`config.mk`:
```
export PLATFORM = sky130hd
export DESIGN_NAME = bcst_core
export DESIGN_NICKNAME = d
export VERILOG_FILES = /design/src/hdl/bcst_pkg.sv /design/src/hdl/bcst_core.sv
export SDC_FILE = /design/constraint.sdc
export NUM_CORES = 1
export LEC_CHECK = 0
export BUFFER_PORTS_ARGS = -buffer_cell sky130_fd_sc_hd__buf_2
export CORE_ASPECT_RATIO = 1.2
export CORE_MARGIN = 2
export CORE_UTILIZATION = 45
export DETAILED_ROUTE_END_ITERATION = 12
export GPL_TIMING_DRIVEN = 0
export PLACE_DENSITY = 0.88
export SLEW_MARGIN = 20
export SYNTH_ARGS = -nofsm -noshare
export SYNTH_HDL_FRONTEND = slang
export SYNTH_SLANG_ARGS = --single-unit
export TNS_END_PERCENT = 1
```
`constraint.sdc`:
```
create_clock -name clk_sys -period 4.8 [get_ports clk_sys]
set_input_delay 0.24 -clock clk_sys [delete_from_list [all_inputs] [get_ports clk_sys]]
set_output_delay 0.24 -clock clk_sys [all_outputs]
set_load 0.01 [all_outputs]
```
`src/hdl/bcst_pkg.sv`:
```
package bcst_pkg;

  // ----------------------------------------------------------------
  // instruction layout
  // ----------------------------------------------------------------
  localparam int INSN_W        = 14;
  localparam int ADDR_W        = 7;
  localparam int BITSEL_W      = 3;
  localparam int DATA_W        = 8;
  localparam int ADDR_LSB      = 0;
  localparam int BITSEL_LSB    = 7;
  localparam int GROUP_LSB     = 12;
  localparam int SUBOP_LSB     = 10;
  localparam logic [1:0] GROUP_BIT   = 2'h1;  // upper bits 01
  localparam logic [1:0] SUBOP_CLEAR = 2'h0;
  localparam logic [1:0] SUBOP_SET   = 2'h1;
  localparam logic [1:0] SUBOP_TEST  = 2'h2;
  localparam logic [INSN_W-1:0] NOP_WORD  = 14'h0000;
  localparam logic [ADDR_W-1:0] ADDR_RST  = 7'h00;
  localparam logic [DATA_W-1:0] DATA_RST  = 8'h00;

  // ----------------------------------------------------------------
  // types
  // ----------------------------------------------------------------
  typedef enum logic [1:0] {BCST_OP_NONE, BCST_OP_CLEAR, BCST_OP_SET, BCST_OP_TEST} bcst_op_t;

  // register-file write request
  typedef struct packed {
    logic                   en;
    logic [ADDR_W-1:0]      addr;
    logic [DATA_W-1:0]      data;
  } bcst_wr_t;

endpackage : bcst_pkg

```
`src/hdl/bcst_core.sv`:
```
`timescale 1ns/1ps
`default_nettype none
module bcst_core
  import bcst_pkg::*;
(
  // clock and reset
  input  wire logic                        clk_sys,
  input  wire logic                        rst_n,
  // instruction stream, one word per cycle when valid
  input  wire logic                        insnValid,
  input  wire logic [bcst_pkg::INSN_W-1:0] insnWord,
  // register file read port, combinational data for the addressed register
  output logic      [bcst_pkg::ADDR_W-1:0] rdAddr,
  input  wire logic [bcst_pkg::DATA_W-1:0] rdData,
  // register file write request
  output bcst_pkg::bcst_wr_t               wrReq,
  // execution status
  output logic                             skipNext,
  output logic                             nopExec,
  output logic                             retired
);
  import bcst_pkg::*;

  // ----------------------------------------------------------------
  // decode
  // ----------------------------------------------------------------
  function automatic bcst_op_t decodeOp(input logic [INSN_W-1:0] w);
    if (w[GROUP_LSB +: 2] != GROUP_BIT) return BCST_OP_NONE;
    unique case (w[SUBOP_LSB +: 2])
      SUBOP_CLEAR: return BCST_OP_CLEAR;
      SUBOP_SET:   return BCST_OP_SET;
      SUBOP_TEST:  return BCST_OP_TEST;
      default:     return BCST_OP_NONE;   // skip-if-set lives elsewhere
    endcase
  endfunction : decodeOp

  // group field of the live word, named so that the checks can see refused words
  logic [1:0] grpField;
  assign grpField = insnWord[GROUP_LSB +: 2];

  // the prefetched word is squashed while a skip is pending
  logic     skip_q;
  logic     fire;
  bcst_op_t op;
  logic [ADDR_W-1:0]   fAddr;
  logic [BITSEL_W-1:0] bSel;
  logic [DATA_W-1:0]   bitMask;
  logic                testBit;
  assign fire    = insnValid && !skip_q;
  assign op      = fire ? decodeOp(insnWord) : BCST_OP_NONE;
  assign fAddr   = insnWord[ADDR_LSB +: ADDR_W];
  assign bSel    = insnWord[BITSEL_LSB +: BITSEL_W];
  assign bitMask = DATA_W'(1) << bSel;
  assign testBit = |(rdData & bitMask);

  // read address presented combinationally from the live word
  assign rdAddr  = fAddr;

  // ----------------------------------------------------------------
  // execute
  // ----------------------------------------------------------------
  // read-modify-write; no status flag path exists in this block
  bcst_wr_t wr_d;
  always_comb begin
    wr_d      = '0;
    wr_d.addr = fAddr;
    wr_d.data = rdData;
    if (op == BCST_OP_CLEAR) begin
      wr_d.en   = 1'b1;
      wr_d.data = rdData & ~bitMask;
    end else if (op == BCST_OP_SET) begin
      wr_d.en   = 1'b1;
      wr_d.data = rdData | bitMask;
    end
  end

  // a test that reads a clear bit arms the squash of the next slot only;
  // a squashed test never arms another, so skips cannot chain
  logic skip_d;
  assign skip_d = (op == BCST_OP_TEST) && !testBit;

  // registered outputs; the write lands one cycle after decode
  // limitation: a test right after a write to the same register reads stale data
  // unless the register file forwards its pending write
  always_ff @(posedge clk_sys or negedge rst_n) begin
    if (!rst_n) begin
      wrReq    <= '{en: 1'b0, addr: ADDR_RST, data: DATA_RST};
      skip_q   <= 1'b0;
      skipNext <= 1'b0;
      nopExec  <= 1'b0;
      retired  <= 1'b0;
    end else begin
      wrReq    <= wr_d;
      skip_q   <= skip_d;
      skipNext <= skip_d;
      nopExec  <= insnValid && skip_q;
      retired  <= fire;
    end
  end

  // ----------------------------------------------------------------
  // checks
  // ----------------------------------------------------------------
  // the chosen bit lands low in the write that follows a clear
  property p_clear_write;
    @(posedge clk_sys) disable iff (!rst_n)
      (op == BCST_OP_CLEAR) |=> wrReq.en && !wrReq.data[$past(bSel)] && wrReq.addr == $past(fAddr);
  endproperty
  a_clear_write: assert property (p_clear_write) else $error("clear did not clear bit");

  // the chosen bit lands high in the write that follows a set
  property p_set_write;
    @(posedge clk_sys) disable iff (!rst_n)
      (op == BCST_OP_SET) |=> wrReq.en && wrReq.data[$past(bSel)];
  endproperty
  a_set_write: assert property (p_set_write) else $error("set did not set bit");

  // neighbours of the chosen bit pass through a clear untouched
  property p_clear_keep;
    @(posedge clk_sys) disable iff (!rst_n)
      (op == BCST_OP_CLEAR) |=>
        (wrReq.data | (DATA_W'(1) << $past(bSel))) == ($past(rdData) | (DATA_W'(1) << $past(bSel)));
  endproperty
  a_clear_keep: assert property (p_clear_keep) else $error("clear disturbed other bits");

  // neighbours of the chosen bit pass through a set untouched
  property p_set_keep;
    @(posedge clk_sys) disable iff (!rst_n)
      (op == BCST_OP_SET) |=>
        (wrReq.data & ~(DATA_W'(1) << $past(bSel))) == ($past(rdData) & ~(DATA_W'(1) << $past(bSel)));
  endproperty
  a_set_keep: assert property (p_set_keep) else $error("set disturbed other bits");

  // the write goes back to the register named by the low field of the word
  property p_write_addr;
    @(posedge clk_sys) disable iff (!rst_n)
      (op == BCST_OP_CLEAR || op == BCST_OP_SET) |=> wrReq.addr == $past(insnWord[ADDR_LSB +: ADDR_W]);
  endproperty
  a_write_addr: assert property (p_write_addr) else $error("write address field wrong");

  // words outside the bit group only retire: no write and no skip
  property p_refused;
    @(posedge clk_sys) disable iff (!rst_n)
      (insnValid && grpField != GROUP_BIT) |=> !wrReq.en && !skipNext;
  endproperty
  a_refused: assert property (p_refused) else $error("foreign word acted");

  // an empty slot neither retires, squashes nor writes
  property p_idle_quiet;
    @(posedge clk_sys) disable iff (!rst_n)
      !insnValid |=> !retired && !nopExec && !wrReq.en;
  endproperty
  a_idle_quiet: assert property (p_idle_quiet) else $error("empty slot acted");

  // every valid slot that is not squashed retires exactly one cycle later
  property p_retire;
    @(posedge clk_sys) disable iff (!rst_n)
      (insnValid && !skipNext) |=> retired;
  endproperty
  a_retire: assert property (p_retire) else $error("slot did not retire in one cycle");

  // ----------------------------------------------------------------
  // checks: skip path
  // ----------------------------------------------------------------
  // a test reads only; it never writes back
  property p_test_nowrite;
    @(posedge clk_sys) disable iff (!rst_n) (op == BCST_OP_TEST) |=> !wrReq.en;
  endproperty
  a_test_nowrite: assert property (p_test_nowrite) else $error("test wrote register");

  // the test itself always retires one cycle later, even when it arms a skip
  property p_test_retire;
    @(posedge clk_sys) disable iff (!rst_n)
      (op == BCST_OP_TEST) |=> retired;
  endproperty
  a_test_retire: assert property (p_test_retire) else $error("test did not retire");

  // a clear bit arms the skip
  property p_skip_clear;
    @(posedge clk_sys) disable iff (!rst_n) (op == BCST_OP_TEST && !testBit) |=> skipNext;
  endproperty
  a_skip_clear: assert property (p_skip_clear) else $error("clear bit did not skip");

  // a set bit lets execution run on
  property p_noskip_set;
    @(posedge clk_sys) disable iff (!rst_n) (op == BCST_OP_TEST && testBit) |=> !skipNext;
  endproperty
  a_noskip_set: assert property (p_noskip_set) else $error("set bit skipped");

  // nothing but a test on a clear bit may arm a skip
  property p_skip_src;
    @(posedge clk_sys) disable iff (!rst_n)
      skipNext |-> $past(op == BCST_OP_TEST) && !$past(testBit);
  endproperty
  a_skip_src: assert property (p_skip_src) else $error("skip without a failing test");

  // the prefetched word runs as a no-op
  property p_squash;
    @(posedge clk_sys) disable iff (!rst_n)
      (skipNext && insnValid) |=> nopExec && !retired && !wrReq.en;
  endproperty
  a_squash: assert property (p_squash) else $error("prefetched word not squashed");

  // an empty slot after the test still uses up the skip
  property p_skip_bubble;
    @(posedge clk_sys) disable iff (!rst_n)
      (skipNext && !insnValid) |=> !skipNext && !nopExec && !retired;
  endproperty
  a_skip_bubble: assert property (p_skip_bubble) else $error("skip outlived an empty slot");

  // a no-op only ever stands in for a skipped word
  property p_nop_src;
    @(posedge clk_sys) disable iff (!rst_n)
      nopExec |-> $past(skipNext);
  endproperty
  a_nop_src: assert property (p_nop_src) else $error("no-op without a skip");

  // the skip costs exactly one extra slot
  property p_single_skip;
    @(posedge clk_sys) disable iff (!rst_n) skipNext |=> !skipNext;
  endproperty
  a_single_skip: assert property (p_single_skip) else $error("skip lasted over one slot");

  // ----------------------------------------------------------------
  // coverage
  // ----------------------------------------------------------------
  c_clear:  cover property (@(posedge clk_sys) disable iff (!rst_n) op == BCST_OP_CLEAR);
  c_set:    cover property (@(posedge clk_sys) disable iff (!rst_n) op == BCST_OP_SET);
  c_skip:   cover property (@(posedge clk_sys) disable iff (!rst_n) skipNext ##1 nopExec);
  c_pass:   cover property (@(posedge clk_sys) disable iff (!rst_n) op == BCST_OP_TEST && testBit);
  c_bubble: cover property (@(posedge clk_sys) disable iff (!rst_n) skipNext && !insnValid);

endmodule : bcst_core
`default_nettype wire

```
# Word-level counts from Yosys, hierarchy flattened
# Cells that the tools add are included.
[word_totals]
out_inout_bits = 26
register_bits = 19
wordCells = 33
[classes]
bitwise = 4
shift = 1
n_reduce_logical = 7
eq_ne = 6
n_mux = 9
[op_table]
columns = ["op", "n"]
rows = [
  ["$and 8x8->8", 2],
  ["$mux 8", 2],
  ["$not 8->8", 1],
  ["$or 8x8->8", 1],
  ["$reduce_or 8->1", 1],
  ["$shl 1x3->8 const A", 1],
  ["$eq 2x2->1 const B", 3],
  ["$mux 2", 3],
  ["$pmux 2 s3", 1],
  ["$eq 2x1->1 const B", 2],
  ["$logic_and 1x1->1", 3],
  ["$mux 1", 3],
  ["$logic_not 1->1", 2],
  ["$logic_not 2->1", 1],
  ["$ne 2x1->1 const B", 1],
]

# Depth between registers and ports, before layout
# Gate-level depths: netlist of run 1.
[depth]
depth_word = 7
mapped_depth = 7

# Worst setup path before layout of run 1
# No wires, ideal clock.
[synth_path]
path_kind = "register -> register"
from = "register skip_q"
to = "register wrReq[5] in the netlist's numbering"
setup_slack_ns = 3.213
t_arrival_ns = 1.456
path_stages_with_launch = 8
period_less_slack_ns = 1.587
path_cell_list = "dfrtp_1 -> nor2b_1 -> and3b_1 -> o21ai_0 -> ha_1 -> and2b_1 -> a31oi_1 -> a31oi_1"
[synth_rtl]
columns = ["item", "line_no", "rtl"]
rows = [
  ["start, declared", "bcst_core.sv:42", "logic skip_q;"],
  ["start signal, assigned", "bcst_core.sv:94", "skip_q <= skip_d;"],
  ["end signal, assigned", "bcst_core.sv:87", "wrReq <= '{en: 1'b0, addr: ADDR_RST, data: DATA_RST};"],
  ["end signal, assigned", "bcst_core.sv:93", "wrReq <= wr_d;"],
  ["end, declared", "bcst_core.sv:16", "output bcst_pkg::bcst_wr_t wrReq,"],
]

==> results of run 1 <==
==> stage by stage <==
step	std cells	area, um^2	worst slack [ps]
after floorplan	76	890	3210
after global placement	145	1160	3150
after detailed placement	145	1160	3060
after CTS	150	1200	3050
after global routing	150	1200	2870
final	150	1200	3040
==> registers in the layout, summed over array words and instances (netlist names) <==
name,flops
retired,1
skip_q,1
wrReq,16
nopExec,1
==> worst max-delay path by stage <==
stage | startpoint | depth (start not counted) | slack [ps] | end
floorplan | skip_q | 7 | 3210 | wrReq[5]
global placement | insnValid | 8 | 3150 | wrReq[5]
detailed placement | skip_q | 6 | 3060 | wrReq[4]
CTS | skip_q | 6 | 3050 | wrReq[4]
global route | skip_q | 6 | 2870 | wrReq[5]
finish | skip_q | 6 | 3040 | wrReq[4]
==> cells in the mapped netlist, drive strengths merged (2+ instances only) <==
| master | count | area share |
|---|---|---|
| buf | 10 | 0.084 |
| nor2b | 2 | 0.014 |
| inv | 3 | 0.013 |
| a31oi | 8 | 0.056 |
| nand3b | 2 | 0.017 |
| a21oi | 6 | 0.034 |
| a21boi | 2 | 0.017 |
| dfrtp | 19 | 0.53 |
| a41oi | 2 | 0.020 |
| ha | 5 | 0.070 |
| and2b | 3 | 0.025 |
| and2 | 2 | 0.014 |
| mux2i | 2 | 0.023 |
==> per-layer routing <==
metal / track usage / routed length [um]
met1: 0.154 / 625
met2: 0.302 / 929
met3: 0.0414 / 216
met4: 0.136 / 20
met5: 0 / 0
==> worst max-delay path, cell delays in order, from the launching register on <==
cell	delay (ps)
dfrtp_1	400
nor2b_1	160
and3b_1	240
o21a_1	160
ha_1	240
nor2b_1	310
a21oi_1	130
==> layout make-up <==
class                           count  area (um^2)  share of cell area
Sequential cell                    19          475               0.396
Multi-Input combinational cell     44          328               0.273
Timing Repair Buffer               51          260               0.217
Buffer                             10         75.1              0.0626
Clock buffer                        4         26.3              0.0219
Tap cell                           19         23.8              0.0198
Inverter                            3         11.3             0.00938
==> power groups by stage <==
stage | registers [W] | clock network [W] | logic, W
4_1_cts | 0.000169 | 0.0000764 | 0.0000572
3_3_place_gp | 0.000172 | 0 | 0.0000544
5_1_grt | 0.000170 | 0.0000840 | 0.0000631
3_5_place_dp | 0.000172 | 0 | 0.0000566
2_1_floorplan | 0.000177 | 0 | 0.0000233
6_report | 0.000169 | 0.0000731 | 0.0000567
==> repair_timing <==
item / 4_1_cts / 5_1_grt
endpoints found under the setup margin: 0 / 0
hold buffers: 1 / 0
endpoints found under the hold margin: 19 / 0
==> cells in the final DEF (no fill, tap or decap) <==
| master | count |
|---|---|
| buf_2 | 50 |
| dfrtp_1 | 19 |
| buf_4 | 10 |
| a31oi_1 | 8 |
| a21oi_1 | 6 |
| ha_1 | 5 |
| inv_1 | 3 |
| and2b_1 | 3 |
| clkbuf_4 | 3 |
| nor2b_1 | 2 |
| and2_1 | 2 |
| nand3b_1 | 2 |
| mux2i_1 | 2 |
| a41oi_1 | 2 |
| and3b_1 | 1 |
| o21a_1 | 1 |
| nand2_1 | 1 |
| o21ai_0 | 1 |
| nor2_1 | 1 |
| nand3_1 | 1 |
| or3b_1 | 1 |
| a21boi_1 | 1 |
| a21boi_0 | 1 |
| nor3b_1 | 1 |
| o31ai_1 | 1 |
| nor4_2 | 1 |
| clkbuf_1 | 1 |
| dlygate4sd3_1 | 1 |
==> cells by family (layout without fill, tap and decap cells) <==
family	after synthesis	after routing	share of synthesized area
flops	19	19	0.534
simple gates	16	16	0.127
mux	2	2	0.0225
fa+ha+maj	5	5	0.0703
buf+inv	13	68	0.0970
compound gates	21	21	0.149
==> impl_metrics.yaml, run 1 <==
status:
  status: "finished, final reports clean"
timing:
  fin_crit_sh: 0.367
  drv_slew: 0
  tns_ps: 0
  max_slew.worst_pin.slew_ps: 390
  setup_viol: 0
  slew-limit-headroom: 0.740
  rsz0062_at_grt: "no"
  period_needed_ps: 1760
  hold_violations: 0
  whs_ps: 74.4
  fin_worst_skew_ps: 1.80
  fmax_mhz: 568
power:
  ir_drop_uv: 112
  total_power_w: 0.000299
  p_clk_frac: 0.245
  p_leak_nw: 0.649
  intPower_w: 0.000227
  p_per_area_nw_per_um2: 249
  p_sw_w: 0.0000718
  pwr-share-comb: 0.190
  switching_share: 0.240
  power.sequential.fraction: 0.566
placed_design:
  hpwl_um: 1490
  gp_congestion: 0.893
  numPortBuffers: 50
cts:
  cts_tree: "built"
  cts_made_buffers: 3
  path_clk_slew_ps: 90
  post_cts_buffers: 0
  clockBufferDepth: 2
  clk_latency_ps: 280
  cts_max_level: 1
  cts_root_buf: "clkbuf_4"
  cts_sinks: 19
  ctsResizeCount: 0
route:
  num_vias: 779
  drc_errors: 0
  via_per_inst: 5.19
  wl_um: 1790
  drtIter0Drc: 9
  wl_per_cell_um: 11.9
  antenna_left: 0
  firstDrtPassIters: 4
setup_path:
  critPathMaxFanout: 5
  regToRegEndpoint: "wrReq[4]"
  r2r_start: "skip_q"
  r2r_slack_ps: 3040
  critical_path.endpoint_type: "flip-flop"
  arrival_ps: 1920
  crit_required_ps: 4960
  startpoint_type: "flip-flop"
  critical_path_class: "reg2reg"
  reg2reg_depth: 6
job:
  cap_violations: 0
final_layout:
  finalNetCount: 162
  antennaDiodeCount: 0
  final_core_util: 0.648
  drive_gt1_frac: 0.489
  synthToLayoutAreaGrowth_pct: 34.9
  fillers: 143
global_route:
  grt_pass1_wl_um: 2820
  grt_pass1_vias: 727
  antenna_found_initial: 0
  overflow: 0
  grt_usage: 0.168
  grt_max_degree: 20
yosys:
  ys.flop_type: "dfrtp_1"
  async_flop_share: 1.00
  synth-seq-cells: 19
  avgSynthCellArea_um2: 11.7
  syn_inst: 76
  syn_area_um2: 890
  synth_edf_count: 0
  synth.distinct_cells: 24
  yosys_warnings: 0
  synth_nets: 106
  seq_area_frac_synth: 0.534
floorplanning:
  die_y_um: 52.7
  core_area_um2: 1850
  pin_count: 51
  start_util: 0.481
  die_w_um: 44.6
  die_area_um2: 2350
  row_count: 17
hold_path:
  worstHoldPathCells: 1
  hold_path_end: "wrReq[8]"
  min-delay-path-class: "in2reg"
  min_from: "insnWord[0]"
Power figures use the tool's default switching activity.
==> run 2: changes to the inputs <==
- CORE_UTILIZATION: 45 -> 42
- PLACE_DENSITY: 0.88 -> 0.83
- clock period: 4.8 -> 1.8 ns (I/O delays scaled with it)
==> impl_metrics.yaml, run 2 (same netlist as run 1, synthesis figures left out) <==
status:
  status: "finished, final reports clean"
cts:
  cts_tree: "built"
  cts_sinks: 19
  cts_root_buf: "clkbuf_4"
  path_clk_slew_ps: 100
  cts_made_buffers: 3
  post_cts_buffers: 0
  clk_latency_ps: 290
  clockBufferDepth: 2
  cts_max_level: 1
setup_path:
  crit_top_cell: "a31oi_1"
  crit_slowest_cell: "dfrtp_1"
  r2r_start: "skip_q"
  regToRegEndpoint: "wrReq[5]"
  arrival_ps: 1850
  startpoint: "skip_q"
  startpoint_type: "flip-flop"
  critPathMaxFanout: 5
  path_cells: "nor2b_1, and3b_2, o21ai_0, ha_2, and2b_1, a31oi_1, a31oi_1"
  critical_path_class: "reg2reg"
  crit_required_ps: 1980
  reg2reg_depth: 7
  r2r_slack_ps: 130
  slowest_delay_ps: 400
  critical_path.endpoint_type: "flip-flop"
final_layout:
  synthToLayoutAreaGrowth_pct: 43.7
  layout.cells.non_filler: 158
  drive_gt1_frac: 0.493
  antennaDiodeCount: 0
  largest_register_ffs: 16
  final_common_cell: "buf_2"
  fillers: 158
  final_core_util: 0.631
  finalNetCount: 169
  regMostFlops: "wrReq"
  final_cell_mix: "buf_2 (50), dfrtp_1 (19), buf_4 (10)"
floorplanning:
  die_y_um: 54.4
  die_w_um: 46.0
  die_area_um2: 2500
  core_area_um2: 2030
  row_count: 18
  pin_count: 51
  start_util: 0.439
power:
  power.sequential.fraction: 0.553
  p_clk_frac: 0.244
  p_leak_nw: 0.680
  switching_share: 0.249
  p_sw_w: 0.000203
  p_per_area_nw_per_um2: 638
  pwr-share-comb: 0.203
  intPower_w: 0.000613
  ir_drop_uv: 278
global_route:
  grt_usage: 0.154
  grt_pass1_wl_um: 2730
  antenna_found_initial: 0
  grt_pass1_vias: 687
  grt_use_met3: 0.0330
  grt_max_degree: 20
  met2_usage: 0.259
  met1_usage: 0.167
  overflow: 0
  grt.busiest_layer: "met2"
timing:
  period_needed_ps: 1670
  fin_crit_sh: 0.930
  drv_slew: 0
  tns_ps: 0
  rsz0062_at_grt: "no"
  max_slew.worst_pin.slew_ps: 385
  fin_worst_skew_ps: 7.51
  whs_ps: 26.9
  slew-limit-headroom: 0.743
  setup_viol: 0
  hold_violations: 0
  fmax_mhz: 597
job:
  cap_violations: 0
hold_path:
  hold_path_end: "nopExec"
  min_from: "insnValid"
  min-delay-path-class: "in2reg"
  worstHoldPathCells: 2
route:
  antenna_left: 0
  wl_per_cell_um: 12.1
  drtIter0Drc: 9
  firstDrtPassIters: 4
  via_per_inst: 5.08
  wl_um: 1910
  num_vias: 802
  drc_errors: 0
placed_design:
  dp.cells: 146
  gp_congestion: 0.870
  numPortBuffers: 50
  hpwl_um: 1450
==> run 2: worst max path at each step <==
stage,to,slack [ps],depth (start not counted)
after CTS,wrReq[5],30,7
after global placement,wrReq[5],120,7
after global routing,wrReq[5],10,7
after detailed placement,wrReq[5],40,7
final,wrReq[5],130,7
after floorplan,wrReq[5],210,7
==> run 2: power by group through the flow <==
| stage | logic [W] | registers (W) | clock network [W] |
|---|---|---|---|
| global placement | 0.000146 | 0.000459 | 0 |
| global route | 0.000185 | 0.000453 | 0.000227 |
| CTS | 0.000165 | 0.000451 | 0.000211 |
| finish | 0.000166 | 0.000451 | 0.000199 |
| detailed placement | 0.000151 | 0.000460 | 0 |
| floorplan | 0.0000622 | 0.000472 | 0 |
==> run 2: critical path, delay by kind of cell (launching register included) <==
family                   cells  cell delay, ps
AO/OA/AOI/OAI                3             360
adder cells (fa/ha/maj)      1             230
flip-flops                   1             400
AND/OR/NAND/NOR              3             580
==> run 2: area by class of cell <==
type | count | area, um^2 | share of cell area
Sequential cell | 19 | 475 | 0.372
Multi-Input combinational cell | 44 | 334 | 0.261
Timing Repair Buffer | 58 | 330 | 0.258
Buffer | 10 | 75.1 | 0.0587
Tap cell | 20 | 25.0 | 0.0196
Clock buffer | 3 | 22.5 | 0.0176
Inverter | 3 | 11.3 | 0.00881
Clock inverter | 1 | 5.00 | 0.00391
==> run 2: timing repair <==
item	in CTS	in global routing
endpoints found under the setup margin	0	4
resized for setup	0	3
hold buffers	8	0
hold endpoints to repair	26	0
==> run 2: stage by stage <==
stage               instance area [um^2]  setup WS, ps  power [W]
CTS                                 1270          29.2   0.000827
global route                        1280          12.6   0.000864
global placement                    1160           120   0.000605
detailed placement                  1160          44.3   0.000611
finish                              1280           125   0.000816
floorplan                            890           213   0.000535
==> run 2: per-layer routing <==
metal | up-vias | routed length [um] | part of all wire
li1 | 388 | - | -
met1 | 360 | 725 | 0.38
met4 | 0 | 38 | 0.020
met5 | - | 0 | 0
met2 | 50 | 954 | 0.50
met3 | 4 | 189 | 0.099
==> run 3: changes to the inputs <==
- ABC_AREA: not set -> 1
- CORE_UTILIZATION: 42 -> 43
- GPL_ROUTABILITY_DRIVEN: not set -> 0
- PLACE_DENSITY: 0.83 -> 0.84
==> impl_metrics.yaml, run 3 <==
power:
  p_per_area_nw_per_um2: 623
  total_power_w: 0.000818
  p_leak_nw: 0.736
  ir_drop_uv: 272
setup_path:
  critical_path_class: "in2reg"
  cp.buffers_inverters: 4
  arrival_ps: 1710
  path_depth: 9
  crit_family: "buffers and inverters"
  startpoint_type: "primary input"
  critPathMaxFanout: 7
  crit_slowest_cell: "dlygate4sd3_1"
  slowest_delay_ps: 510
  critical_path.endpoint_type: "flip-flop"
  reg2reg_depth: 6
  crit_required_ps: 1980
  path_cells: "dlygate4sd3_1, buf_2, inv_1, nor2_1, o211ai_1, ha_1, inv_1, nor2_1, o22a_1"
yosys:
  synth.mux.area_fraction: 0
  syn_area_um2: 920
  avgSynthCellArea_um2: 9.58
  synth_top_family_by_area: "simple AND/OR/NAND/NOR gates"
  synth_top_cell_by_area: "dfrtp_1"
  synth-simple-area-share: 0.171
  synth.cells.most_frequent: "dfrtp_1 (19), inv_1 (18), nor2_1 (12)"
  synth_xor_area_frac: 0
  async_flop_share: 1.00
  synth_edf_count: 0
  syn_inst: 96
  synth_compound_area_frac: 0.0884
  yosys_warnings: 0
  seq_area_frac_synth: 0.517
  ys.flop_type: "dfrtp_1"
  synth.top_cell.area_share: 0.517
  synthAdderAreaFrac: 0.0680
  synth-seq-cells: 19
  synth.distinct_cells: 18
  synth_nets: 126
  netlist_top_cells_area: "dfrtp_1 (52%), inv_1 (7.3%), ha_1 (6.8%)"
  yosysMostFrequentCell: "dfrtp_1"
route:
  wl_per_cell_um: 10.8
  drc_errors: 0
  wl_um: 2010
  antenna_left: 0
  via_per_inst: 4.65
  drtIter0Drc: 5
  firstDrtPassIters: 4
  num_vias: 870
final_layout:
  final_common_cell: "buf_2"
  largest_register_ffs: 16
  final_cell_mix: "buf_2 (48), dfrtp_1 (19), inv_1 (18)"
  drive_gt1_frac: 0.401
  final_core_util: 0.641
  regMostFlops: "wrReq"
  finalNetCount: 188
  antennaDiodeCount: 0
  synthToLayoutAreaGrowth_pct: 42.9
cts:
  cts_made_buffers: 3
  cts_root_buf: "clkbuf_4"
  path_clk_slew_ps: 100
  clockBufferDepth: 2
  cts_tree: "built"
  post_cts_buffers: 0
  cts_max_level: 1
  clk_latency_ps: 290
  cts_sinks: 19
timing:
  slew-limit-headroom: 0.732
  hold_violations: 0
  max_slew.worst_pin.slew_ps: 402
  period_needed_ps: 1520
  rsz0062_at_grt: "no"
  drv_slew: 0
  fin_worst_skew_ps: 2.04
  fin_ws_ps: 276
  fin_crit_sh: 0.847
  setup_viol: 0
  fmax_mhz: 656
  tns_ps: 0
job:
  cap_violations: 0
floorplanning:
  pin_count: 51
  start_util: 0.449
  die_area_um2: 2530
  row_count: 18
  die_w_um: 46.2
  core_area_um2: 2050
  die_y_um: 54.7
global_route:
  overflow: 0
  grt_pass1_vias: 816
  grt_usage: 0.178
  grt_pass1_wl_um: 3150
  grt_max_degree: 20
  antenna_found_initial: 0
status:
  status: "finished, final reports clean"
hold_path:
  worstHoldPathCells: 3
  min-delay-path-class: "in2reg"
placed_design:
  numPortBuffers: 48
  dpl_worst_slack_ps: 313
  hpwl_um: 1500
-- run 3: cells by family (layout without fill, tap and decap cells) --
logic type	count (synthesis)	after routing
DFF	19	19
adders and majority gates	5	5
AOI/OAI and AO/OA	12	12
and+or+nand+nor	32	32
buffers and inverters	28	89
-- run 3: worst register-to-register path: stages (launching register included) --
cell and delay (ps):
dfrtp_1 410, nor2_1 200, o211ai_1 150, ha_1 230, inv_1 170, nor2_1 80
o22a_1 170
-- run 3: worst paths after layout --
check	from	end	slack (ps)
hold / removal	rdData[0]	wrReq[0]	30
max in group asynchronous	rst_n	wrReq[13]	1260
min in group asynchronous	rst_n	wrReq[1]	250
setup / recovery	insnValid	wrReq[7]	280
setup reg to reg	skip_q	wrReq[7]	290
hold reg to reg	skip_q	retired	510
-- run 3: final cells by class --
class / instances / area (um^2)
Tap cell: 30 / 37.5
Buffer: 9 / 71.3
Multi-Input combinational cell: 49 / 302
Sequential cell: 19 / 475
Inverter: 19 / 71.3
Fill cell: 156 / 736
Timing Repair Buffer: 57 / 330
Clock buffer: 4 / 26.3
-- run 3: power by group --
| group | internal [W] | leakage [nW] | switching (W) |
|---|---|---|---|
| registers | 0.000447 | 0.228 | 0.00000439 |
| clock network | 0.0000862 | 0.0150 | 0.000117 |
| logic | 0.0000792 | 0.494 | 0.0000842 |
-- run 3: repair_timing --
action / 4_1_cts / 5_1_grt
hold buffers: 9 / 0
resized for setup: 0 / 0
endpoints found under the hold margin: 27 / 0
-- run 3: per-layer routing --
layer  up-vias  GRT usage  share of wire
met5         -          0              0
met4         0      0.124          0.019
met3         4     0.0132          0.083
met2        50      0.338           0.50
met1       395      0.177           0.40
li1        421          -              -
-- run 3: metrics by stage --
stage	hold WS, ps	instance area (um^2)	std cells
2_1_floorplan	-206	920	96
3_3_place_gp	30.1	1200	174
3_5_place_dp	42.4	1200	174
4_1_cts	24.8	1310	187
5_1_grt	43.6	1310	187
6_report	32.7	1310	187
